--- src/shared/ald_regs.svh ---
// Flag positions, masks, reset values and cycle counts of the datapath
`ifndef ALD_REGS_SVH
`define ALD_REGS_SVH

`define ALD_FLAG_W          6
`define ALD_FLAG_C          0
`define ALD_FLAG_Z          1
`define ALD_FLAG_N          2
`define ALD_FLAG_V          3
`define ALD_FLAG_S          4
`define ALD_FLAG_H          5
`define ALD_FLAGS_RESET     6'h00
`define ALD_MASK_ARITH      6'h2f
`define ALD_MASK_WORD       6'h1f
`define ALD_MASK_LOGIC      6'h0e
`define ALD_BYTE_RESET      8'h00
`define ALD_ALL_ONES        8'hff
`define ALD_BYTE_OP_CYCLES  1
`define ALD_WORD_OP_CYCLES  2

`endif

--- src/shared/ald_pkg.sv ---
// Operation and sequencer types of the arithmetic and logic datapath
package ald_pkg;

	typedef enum logic [3:0] {
		op_add                       = 4'h0,
		op_add_carry                 = 4'h1,
		op_word_immediate_sum        = 4'h2,
		op_sub                       = 4'h3,
		op_const_difference          = 4'h4,
		op_difference_with_borrow    = 4'h5,
		op_const_difference_borrow   = 4'h6,
		op_word_immediate_difference = 4'h7,
		op_and                       = 4'h8,
		op_conjunction_immediate     = 4'h9,
		op_or                        = 4'ha,
		op_disjunction_immediate     = 4'hb,
		op_exclusive_disjunction     = 4'hc,
		op_bit_set_mask              = 4'hd,
		op_bit_clear_mask            = 4'he,
		op_zero_minus_check          = 4'hf
	} ald_op_t;

	typedef enum logic [1:0] {
		st_idle    = 2'b00,
		st_word_hi = 2'b01
	} ald_state_t;

endpackage : ald_pkg

--- src/rtl/ald_datapath.sv ---
// Arithmetic and logic execution datapath with status flags
`timescale 1ns/100ps
`include "ald_regs.svh"

module ald_datapath #(
	parameter int DATA_W = 8
) (
	input  wire logic               core_clk,
	input  wire logic               rst_n,
	input  wire logic               op_valid,
	input  wire ald_pkg::ald_op_t   op,
	input  wire logic [DATA_W-1:0]  dst_val,
	input  wire logic [DATA_W-1:0]  dst_hi_val,
	input  wire logic [DATA_W-1:0]  src_val,
	input  wire logic [DATA_W-1:0]  imm,
	input  wire logic               carry_in,
	output logic                    op_ready,
	output logic                    res_valid,
	output logic      [DATA_W-1:0]  result,
	output logic      [DATA_W-1:0]  result_hi,
	output logic                    flag_c,
	output logic                    flag_z,
	output logic                    flag_n,
	output logic                    flag_v,
	output logic                    flag_s,
	output logic                    flag_h
);

	// Flag logic and the word pair are built for bytes only
	if (DATA_W != 8) begin : g_width_check
		$error("ald_datapath serves an 8-bit data width only");
	end

	// Packed {h, v, c, sum}; sub selects a - b - cin, else a + b + cin
	function automatic logic [10:0] ald_addsub(input logic [7:0] a, input logic [7:0] b,
	                                           input logic cin, input logic sub);
		logic [8:0] full;
		logic [4:0] nib;
		logic       ovf;
		full = sub ? ({1'b0, a} - {1'b0, b} - {8'h00, cin}) : ({1'b0, a} + {1'b0, b} + {8'h00, cin});
		nib  = sub ? ({1'b0, a[3:0]} - {1'b0, b[3:0]} - {4'h0, cin})
		           : ({1'b0, a[3:0]} + {1'b0, b[3:0]} + {4'h0, cin});
		ovf  = sub ? ((a[7] & ~b[7] & ~full[7]) | (~a[7] & b[7] & full[7]))
		           : ((a[7] & b[7] & ~full[7]) | (~a[7] & ~b[7] & full[7]));
		return {nib[4], ovf, full[8], full[7:0]};
	endfunction : ald_addsub

	ald_pkg::ald_state_t state;
	logic                word_sub;
	logic                word_carry;
	logic [7:0]          word_hi_src;
	logic [`ALD_FLAG_W-1:0] flags;

	wire take     = op_valid && op_ready;
	wire in_hi    = (state == ald_pkg::st_word_hi);
	wire is_word  = (op == ald_pkg::op_word_immediate_sum) ||
	                (op == ald_pkg::op_word_immediate_difference);
	wire is_sub   = (op == ald_pkg::op_sub) || (op == ald_pkg::op_const_difference) ||
	                (op == ald_pkg::op_difference_with_borrow) ||
	                (op == ald_pkg::op_const_difference_borrow) ||
	                (op == ald_pkg::op_word_immediate_difference);
	wire use_imm  = (op == ald_pkg::op_const_difference) ||
	                (op == ald_pkg::op_const_difference_borrow) || is_word;
	wire use_cin  = (op == ald_pkg::op_add_carry) || (op == ald_pkg::op_difference_with_borrow) ||
	                (op == ald_pkg::op_const_difference_borrow);
	wire is_arith = (op <= ald_pkg::op_word_immediate_difference);

	wire [7:0]  operand_b = use_imm ? imm : src_val;
	wire [10:0] byte_res  = ald_addsub(dst_val, operand_b, use_cin & carry_in, is_sub);
	// The high byte only adds or takes the carry from the low byte
	wire [10:0] hi_res    = ald_addsub(word_hi_src, `ALD_BYTE_RESET, word_carry, word_sub);

	logic [7:0] logic_res;
	always_comb begin
		case (op)
			ald_pkg::op_and:                   logic_res = dst_val & src_val;
			ald_pkg::op_conjunction_immediate: logic_res = dst_val & imm;
			ald_pkg::op_or:                    logic_res = dst_val | src_val;
			ald_pkg::op_disjunction_immediate,
			ald_pkg::op_bit_set_mask:          logic_res = dst_val | imm;
			ald_pkg::op_exclusive_disjunction: logic_res = dst_val ^ src_val;
			ald_pkg::op_bit_clear_mask:        logic_res = dst_val & (`ALD_ALL_ONES - imm);
			ald_pkg::op_zero_minus_check:      logic_res = dst_val & dst_val;
			default:                           logic_res = `ALD_BYTE_RESET;
		endcase
	end

	wire [7:0] byte_out = is_arith ? byte_res[7:0] : logic_res;

	// Byte flags; V is forced low on logic operations
	logic [`ALD_FLAG_W-1:0] byte_flags;
	always_comb begin
		byte_flags              = `ALD_FLAGS_RESET;
		byte_flags[`ALD_FLAG_C] = byte_res[8];
		byte_flags[`ALD_FLAG_Z] = (byte_out == `ALD_BYTE_RESET);
		byte_flags[`ALD_FLAG_N] = byte_out[7];
		byte_flags[`ALD_FLAG_V] = is_arith & byte_res[9];
		byte_flags[`ALD_FLAG_H] = byte_res[10];
	end

	// Word flags come from the whole 16-bit result
	logic [`ALD_FLAG_W-1:0] word_flags;
	always_comb begin
		word_flags              = `ALD_FLAGS_RESET;
		word_flags[`ALD_FLAG_C] = hi_res[8];
		word_flags[`ALD_FLAG_Z] = (hi_res[7:0] == `ALD_BYTE_RESET) && (result == `ALD_BYTE_RESET);
		word_flags[`ALD_FLAG_N] = hi_res[7];
		word_flags[`ALD_FLAG_V] = hi_res[9];
		word_flags[`ALD_FLAG_S] = hi_res[7] ^ hi_res[9];
	end

	wire [`ALD_FLAG_W-1:0] upd_mask =
		in_hi                 ? `ALD_MASK_WORD  :
		(!take || is_word)    ? `ALD_FLAGS_RESET :
		is_arith              ? `ALD_MASK_ARITH : `ALD_MASK_LOGIC;
	wire [`ALD_FLAG_W-1:0] next_flags = in_hi ? word_flags : byte_flags;

	ald_status_reg u_status (
		.core_clk   (core_clk),
		.rst_n      (rst_n),
		.upd_mask   (upd_mask),
		.next_flags (next_flags),
		.flags      (flags)
	);

	assign op_ready = !in_hi; // Word operations hold off the next request one cycle
	assign flag_c   = flags[`ALD_FLAG_C];
	assign flag_z   = flags[`ALD_FLAG_Z];
	assign flag_n   = flags[`ALD_FLAG_N];
	assign flag_v   = flags[`ALD_FLAG_V];
	assign flag_s   = flags[`ALD_FLAG_S];
	assign flag_h   = flags[`ALD_FLAG_H];

	always_ff @(posedge core_clk) begin
		if (!rst_n) begin
			state <= ald_pkg::st_idle;
		end else begin
			case (state)
				ald_pkg::st_idle:    state <= (take && is_word) ? ald_pkg::st_word_hi
				                                                : ald_pkg::st_idle;
				ald_pkg::st_word_hi: state <= ald_pkg::st_idle;
				default:             state <= ald_pkg::st_idle;
			endcase
		end
	end

	always_ff @(posedge core_clk) begin
		if (!rst_n) begin
			res_valid   <= 1'b0;
			result      <= `ALD_BYTE_RESET;
			result_hi   <= `ALD_BYTE_RESET;
			word_sub    <= 1'b0;
			word_carry  <= 1'b0;
			word_hi_src <= `ALD_BYTE_RESET;
		end else begin
			res_valid <= in_hi || (take && !is_word);
			if (in_hi) begin
				result_hi <= hi_res[7:0];
			end else if (take) begin
				result      <= byte_out;
				word_sub    <= is_sub;
				word_carry  <= byte_res[8];
				word_hi_src <= dst_hi_val;
			end
		end
	end
endmodule : ald_datapath

--- src/rtl/ald_status_reg.sv ---
// Status flag register with per-flag update mask
`timescale 1ns/100ps
`include "ald_regs.svh"

module ald_status_reg (
	input  wire logic                    core_clk,
	input  wire logic                    rst_n,
	input  wire logic [`ALD_FLAG_W-1:0]  upd_mask,
	input  wire logic [`ALD_FLAG_W-1:0]  next_flags,
	output logic      [`ALD_FLAG_W-1:0]  flags
);

	// Masked-off flags hold their old value
	wire [`ALD_FLAG_W-1:0] merged = (next_flags & upd_mask) | (flags & ~upd_mask);

	always_ff @(posedge core_clk) begin
		if (!rst_n) begin
			flags <= `ALD_FLAGS_RESET;
		end else begin
			flags <= merged;
		end
	end

endmodule : ald_status_reg

--- config.mk ---
export PLATFORM = sky130hd
export DESIGN_NAME = ald_datapath
export DESIGN_NICKNAME = d
export VERILOG_FILES = /design/src/shared/ald_pkg.sv /design/src/rtl/ald_datapath.sv /design/src/rtl/ald_status_reg.sv
export VERILOG_INCLUDE_DIRS = /design/src /design/src/shared
export SDC_FILE = /design/constraint.sdc
export NUM_CORES = 1
export LEC_CHECK = 0
export CORE_MARGIN = 5
export CORE_UTILIZATION = 40
export DETAILED_ROUTE_END_ITERATION = 10
export DONT_BUFFER_PORTS = 1
export PLACE_DENSITY = 0.62
export SLEW_MARGIN = 20
export SYNTH_ARGS = -nofsm -noshare
export SYNTH_HDL_FRONTEND = slang
export SYNTH_HIERARCHICAL = 1
export SYNTH_SLANG_ARGS = --single-unit
export TNS_END_PERCENT = 10
--- constraint.sdc ---
create_clock -name core_clk -period 6.5 [get_ports core_clk]
set_input_delay 0.975 -clock core_clk [delete_from_list [all_inputs] [get_ports core_clk]]
set_output_delay 0.975 -clock core_clk [all_outputs]
set_load 0.03 [all_outputs]
==> results of run 1 <==
routing by layer:
layer	wire (microns)	share of wire, %	vias to the layer above
met1	3730	40	1419
met5	0	0	-
met2	4510	49	100
li1	-	-	1529
met4	267	2.9	0
met3	740	8.0	23
cells in the mapped netlist, types with 3 or more instances:
cell      number  area [sq um]
a211oi_1       3          22.5
a21boi_0      14           105
a21o_1         7          52.6
a21oi_1       29           145
a31oi_1        4          25.0
a32oi_1        4          35.0
and2_1         5          31.3
and3_1         3          18.8
buf_2          4          20.0
buf_6          3          33.8
clkbuf_1      10          37.5
dfxtp_1       34           681
fa_1           5           100
ha_1          32           400
inv_1         36           135
mux2_2        13           146
mux2i_1       16           160
nand2_1       52           195
nand2b_1       3          18.8
nand3_1        7          35.0
nand4_1        3          18.8
nor2_1        21          78.8
nor2b_1       19           119
nor3_1        10          50.1
o21ai_0       27           135
o221ai_1       5          43.8
or3_1          3          18.8
xnor2_1       18           158
final cells by class:
| type | count | area share, % |
|---|---|---|
| Timing Repair Buffer | 2 | 0.415 |
| Tap cell | 105 | 3.63 |
| Multi-Input combinational cell | 348 | 69.3 |
| Inverter | 39 | 4.04 |
| Clock inverter | 3 | 1.90 |
| Sequential cell | 34 | 18.8 |
| Clock buffer | 5 | 1.90 |
placed cells by master, fill, tap and decap left out, drive strengths merged, types with 3 or more instances in the layout:
cell type  instances
xnor2             18
a21o               8
nor3              10
inv               38
nor2b             19
fa                 5
mux2i             16
ha                32
nand3              7
o21ai             29
and3               3
a21boi            14
a211oi             3
nor2              21
nand4              3
dfxtp             34
clkbuf             5
nand2b             3
o221ai             5
or3                3
a32oi              4
a31oi              5
and2               5
nand2             53
mux2              14
a21oi             30
cell families (layout without fill, tap and decap cells):
logic type                 Yosys count  in the layout
muxes                               30             30
xor gates and xnor gates            20             20
adders and majority gates           37             37
and+or+nand+nor                    140            140
DFF                                 34             34
buffers and inverters               58             49
AOI/OAI and AO/OA                  121            121
power groups by stage:
stage / Combinational (mW) / Clock (mW) / Sequential, mW
6_report: 0.286 / 0.237 / 0.249
5_1_grt: 0.325 / 0.251 / 0.251
4_1_cts: 0.287 / 0.239 / 0.250
3_5_place_dp: 0.285 / 0 / 0.255
3_3_place_gp: 0.283 / 0 / 0.254
2_1_floorplan: 0.243 / 0 / 0.250
through the flow:
stage	area [sq um]	hold slack (ps)	setup WS, ps	util (%)
2_1_floorplan	3440	443	1920	-
3_3_place_gp	3480	455	1840	42.0
3_5_place_dp	3480	466	1810	42.0
4_1_cts	3620	477	2100	43.6
5_1_grt	3620	517	1760	43.6
6_report	3620	474	2090	43.6
worst paths after layout:
check / end / slack, ps / start
max: flop / 2090 / op[1]
min: word_hi_src[2]$_SDFFE_PN0P_ / 470 / word_hi_src[2]$_SDFFE_PN0P_
max reg2reg: flop / 3500 / word_sub$_SDFFE_PN0P_
min reg2reg: word_hi_src[2]$_SDFFE_PN0P_ / 470 / word_hi_src[2]$_SDFFE_PN0P_
worst register-to-register path, stage by stage, from the launching register on:
cell	delay, ps
dfxtp_1	370
nand2b_1	370
inv_1	120
fa_1	440
xnor2_1	180
nor3_1	180
nand4_1	140
or4_1	490
or3_1	340
o21ai_1	100
mux2i_1	90
nor2b_1	120
==> results.toml, run 1 <==
[synthesis]
synth-simple-area-share_pct = 20.5
synth_cells = 440
synthAdderAreaFrac_pct = 14.6
synthArstFlopShare_pct = 0
syn_area_sq_mm = 0.00344
muxShareOfSynthArea_pct = 9.24
ys_warn_count = 6
ys_ff_latch = 34
synth_fp_nets = 517
synth_compound_area_share_pct = 23.6
synth.avg_cell_area_sq_um = 7.82
synthXorXnorAreaFrac_pct = 5.09
ys_types = 65
synth_edf_count = 0
synth-seq-area-share_pct = 19.8
synth_flop_cell = "dfxtp_1"
synth_top_family_by_area = "compound AO/OA/AOI/OAI gates"

[critical_path]
critPathBufInv = 2
critPathTopFamily = "compound AO/OA/AOI/OAI gates"
criticalPathCategory = "in -> reg"
cp.arrival_ps = 4600
critical_path.endpoint_type = "flop"
ff2ff_path_depth = 11
path_cells = "inv_2 > nand2_1 > a21oi_1 > nor2_1 > mux2_2 > ha_1 > inv_1 > ha_1 > nand2_1 > a21oi_1 > o2111ai_1 > a31oi_1 > a31oi_2 > and3_1 > a311o_1 > a22o_1 > mux2i_1 > nor2b_1"
cpMaxStageDelayCell = "nor2_1"
crit_fanout = 22
cp.required_ps = 6690
crit_cells = 18
max_stage_delay_ps = 500
start_kind = "primary input"

[drt]
viasPerCell = 5.73
routedWlPerCell_microns = 17.2
drt_wl_total_mm = 9.24
first_pass_iters = 5
drtIter0Drc = 118
vias = 3071
antenna_left = 0
drc = 0

[power_and_ir_drop]
power.leakage_nw = 1.49
pwr-share-seq_pct = 32.2
total_power_mw = 0.772
power_density_mw_per_mm2 = 213
combinationalPowerShare_pct = 37.0
p_int_mw = 0.504
swShare_pct = 34.8
ir_worst_vdd_mv = 0.0916
switching_power_mw = 0.269
clkPwrFrac_pct = 30.7

[clock_network]
cts_buffers = 5
insertion_delay_ps = 290
cts.sinks = 34
cts.path.max_buffers = 2
htreeDepth = 2
clkTransAtPathRegs_ps = 80
ctsHoldBuffers = 0
ctsRootBufferMaster = "clkbuf_8"
cts_resized = 0
cts_setup_buffers = 0
cts_tree = "built"

[timing]
hold_violations = 0
final.period_utilization_pct = 67.8
finalMaxSlewViolations = 0
timing.slew.headroom_pct = 43.3
setup_viol = 0
clock_skew_ps = 15.7
rsz0062_at_grt = "false"
setup_tns_ps = 0
layout_min_cycle_time_ps = 4410
fmax_ghz = 0.227
worst_pin_slew_ps = 845

[floorplan]
die_y_microns = 103
ioPinCount = 64
dieArea_sq_mm = 0.0106
die_w_microns = 103
start_util_pct = 41.4
num_rows = 33
coreArea_sq_mm = 0.00830

[global_route]
global_route.usage.met2_pct = 31.2
grt_max_degree = 35
groute.usage.overall_pct = 17.9
grt.overflow.total = 0
grt_pass1_vias = 3086
use_met3_pct = 4.67
antenna_found_initial = 0
grt_pass1_wl_mm = 15.1
grt_most_used_layer = "met2"
met1_usage_pct = 20.8

[final_layout]
regArea_sq_um = 681
multi_input_area_sq_mm = 0.00251
finalNonFillerCells = 536
drive_above_1_share_pct = 8.12
layout.nets = 507
area_growth_pct = 5.27
nFillCells = 854
antenna_cells = 0

[hold_path]
hold_path_class = "reg -> reg"
whs_path_depth = 2

[placement]
place_congestion = 0.889
hpwlAfterDp_mm = 7.41
port_buffers = 0
dpl.cell_count = 528

[run]
drv_cap = 0

[run_status]
outcome = "finished clean"
No activity file was read; power rests on OpenSTA's default activity.
==> inputs of run 2 (changes only) <==
--- a/config.mk
+++ b/config.mk
@@ -10,7 +10,7 @@
 export CORE_UTILIZATION = 40
 export DETAILED_ROUTE_END_ITERATION = 10
 export DONT_BUFFER_PORTS = 1
-export PLACE_DENSITY = 0.62
+export PLACE_DENSITY = 0.64
 export SLEW_MARGIN = 20
 export SYNTH_ARGS = -nofsm -noshare
 export SYNTH_HDL_FRONTEND = slang
==> constraint.sdc (replaced) <==
create_clock -name core_clk -period 3.65 [get_ports core_clk]
set_input_delay 0.5475 -clock core_clk [delete_from_list [all_inputs] [get_ports core_clk]]
set_output_delay 0.5475 -clock core_clk [all_outputs]
set_load 0.03 [all_outputs]
==> run 2 against run 1 <==
Die area is the same. Worst hold slack got worse by 75 ps. Clock skew down 7.9 ps. Cell count is 5.2% higher. Global-route usage up 0.97 points. Final area up 9.6%. Critical path depth decreased by 3. Sequential power increased by 78%. Wire length rose by 5.6%. Core utilization is 4.2 points higher. Critical path type unchanged. Largest power group unchanged.
==> results.toml, run 2 (synthesis gave the netlist of run 1 again) <==
[run_status]
outcome = "finished clean"

[critical_path]
criticalPathCategory = "in -> reg"
max_stage_delay_ps = 490
cp.arrival_ps = 3700
cp.required_ps = 3880
worstReg2RegStart = "word_sub$_SDFFE_PN0P_"
start_kind = "primary input"
critPathTopFamily = "simple AND/OR/NAND/NOR gates"
critical_path.endpoint_type = "flop"
critPathBufInv = 2
r2r_slack_ps = 660
path_cells = "inv_2 > nand2_1 > a21boi_0 > or3b_4 > fa_2 > inv_1 > fa_1 > nand2_1 > o21ai_0 > a221o_1 > or4_1 > nand4bb_4 > o21ai_2 > mux2i_1 > nor2b_1"
crit_start = "op[1]"
crit_path_frequent_cell = "nand2_1"
cpMaxStageDelayCell = "or4_1"
crit_fanout = 22
ff2ff_path_depth = 10
crit_cells = 15

[clock_network]
cts_buffers = 5
cts_tree = "built"
ctsHoldBuffers = 0
cts.sinks = 34
insertion_delay_ps = 280
ctsRootBufferMaster = "clkbuf_8"
htreeDepth = 2
clkTransAtPathRegs_ps = 70
cts.path.max_buffers = 2

[global_route]
antenna_found_initial = 0
grt_pass1_vias = 3196
grt_max_degree = 35
grt_pass1_wl_mm = 15.9
grt.overflow.total = 0
groute.usage.overall_pct = 18.8

[timing]
hold_violations = 0
clock_skew_ps = 7.75
holdWs_ps = 399
fmax_ghz = 0.288
final.period_utilization_pct = 95.1
setup_viol = 0
timing.slew.headroom_pct = 45.3
finalMaxSlewViolations = 0
layout_min_cycle_time_ps = 3470
rsz0062_at_grt = "true"
worst_pin_slew_ps = 816

[hold_path]
hold_path_class = "in -> reg"

[drt]
drtIter0Drc = 267
drt_wl_total_mm = 9.76
vias = 3180
viasPerCell = 5.64
drc = 0
routedWlPerCell_microns = 17.3
first_pass_iters = 4
antenna_left = 0

[power_and_ir_drop]
power.leakage_nw = 1.64
power_density_mw_per_mm2 = 354
ir_worst_vdd_mv = 0.149

[final_layout]
layout_commonest_cell = "nand2_1"
regArea_sq_um = 681
nFillCells = 823
antenna_cells = 0
layout.nets = 535
drive_above_1_share_pct = 17.0
final_cell_mix = "nand2_1 (52), inv_1 (35), dfxtp_1 (34)"
multi_input_area_sq_mm = 0.00266
fin_util_pct = 47.8
area_growth_pct = 15.4

[run]
drv_cap = 0

[placement]
place_congestion = 0.978
hpwlAfterDp_mm = 7.85
port_buffers = 0

[floorplan]
ioPinCount = 64
coreArea_sq_mm = 0.00830
die_w_microns = 103
start_util_pct = 41.4
die_y_microns = 103
dieArea_sq_mm = 0.0106
num_rows = 33
## run 2: worst min path at each step
| stage | from | endpoint | slack (ps) | cells after the start |
|---|---|---|---|---|
| 3_5_place_dp | word_hi_src[4]$_SDFFE_PN0P_ | word_hi_src[4]$_SDFFE_PN0P_ | 470 | 2 |
| 3_3_place_gp | word_hi_src[0]$_SDFFE_PN0P_ | word_hi_src[0]$_SDFFE_PN0P_ | 450 | 2 |
| 5_1_grt | rst_n | res_valid$_SDFF_PN0_ | 380 | 1 |
| 4_1_cts | rst_n | res_valid$_SDFF_PN0_ | 370 | 1 |
| 6_report | rst_n | flop | 400 | 1 |
| 2_1_floorplan | word_hi_src[0]$_SDFFE_PN0P_ | word_hi_src[0]$_SDFFE_PN0P_ | 440 | 2 |
## run 2: per-stage QoR
step | instance area (sq um) | total power [mW] | std cells | setup TNS [ps] | setup WS (ps)
after floorplan | 3590 | 0.910 | 440 | -60.8 | -34.2
after global placement | 3820 | 1.04 | 555 | -189 | -165
after detailed placement | 3820 | 1.05 | 555 | -320 | -224
after CTS | 3940 | 1.40 | 563 | 0 | 74.4
after global routing | 3970 | 1.50 | 564 | -5.09 | -5.09
final | 3970 | 1.40 | 564 | 0 | 180
## run 2: final cells by class
| class | instances | area share [%] |
|---|---|---|
| clock buffers | 6 | 1.83 |
| inverters | 39 | 3.69 |
| flip-flops and latches | 34 | 17.1 |
| multi-input cells | 348 | 67.1 |
| repair buffers | 30 | 5.99 |
| well taps | 105 | 3.31 |
| clock inverters | 2 | 0.945 |
## run 2: power by group
group / switching [mW] / internal, mW
sequential: 0.0503 / 0.394
combinational: 0.310 / 0.307
clock: 0.139 / 0.204
## run 2: timing repair
| item | CTS | global route |
|---|---|---|
| endpoints found under the setup margin | 0 | 3 |
| resized for setup | 0 | 5 |
| setup buffers | 0 | 1 |
## run 2: routing by layer
| layer | vias to the layer above | track usage, % | wire length (microns) |
|---|---|---|---|
| met3 | 15 | 4.06 | 742 |
| met4 | 0 | 6.77 | 246 |
| met1 | 1463 | 22.9 | 4060 |
| met5 | - | 0 | 0 |
| li1 | 1589 | - | - |
| met2 | 113 | 32.7 | 4710 |
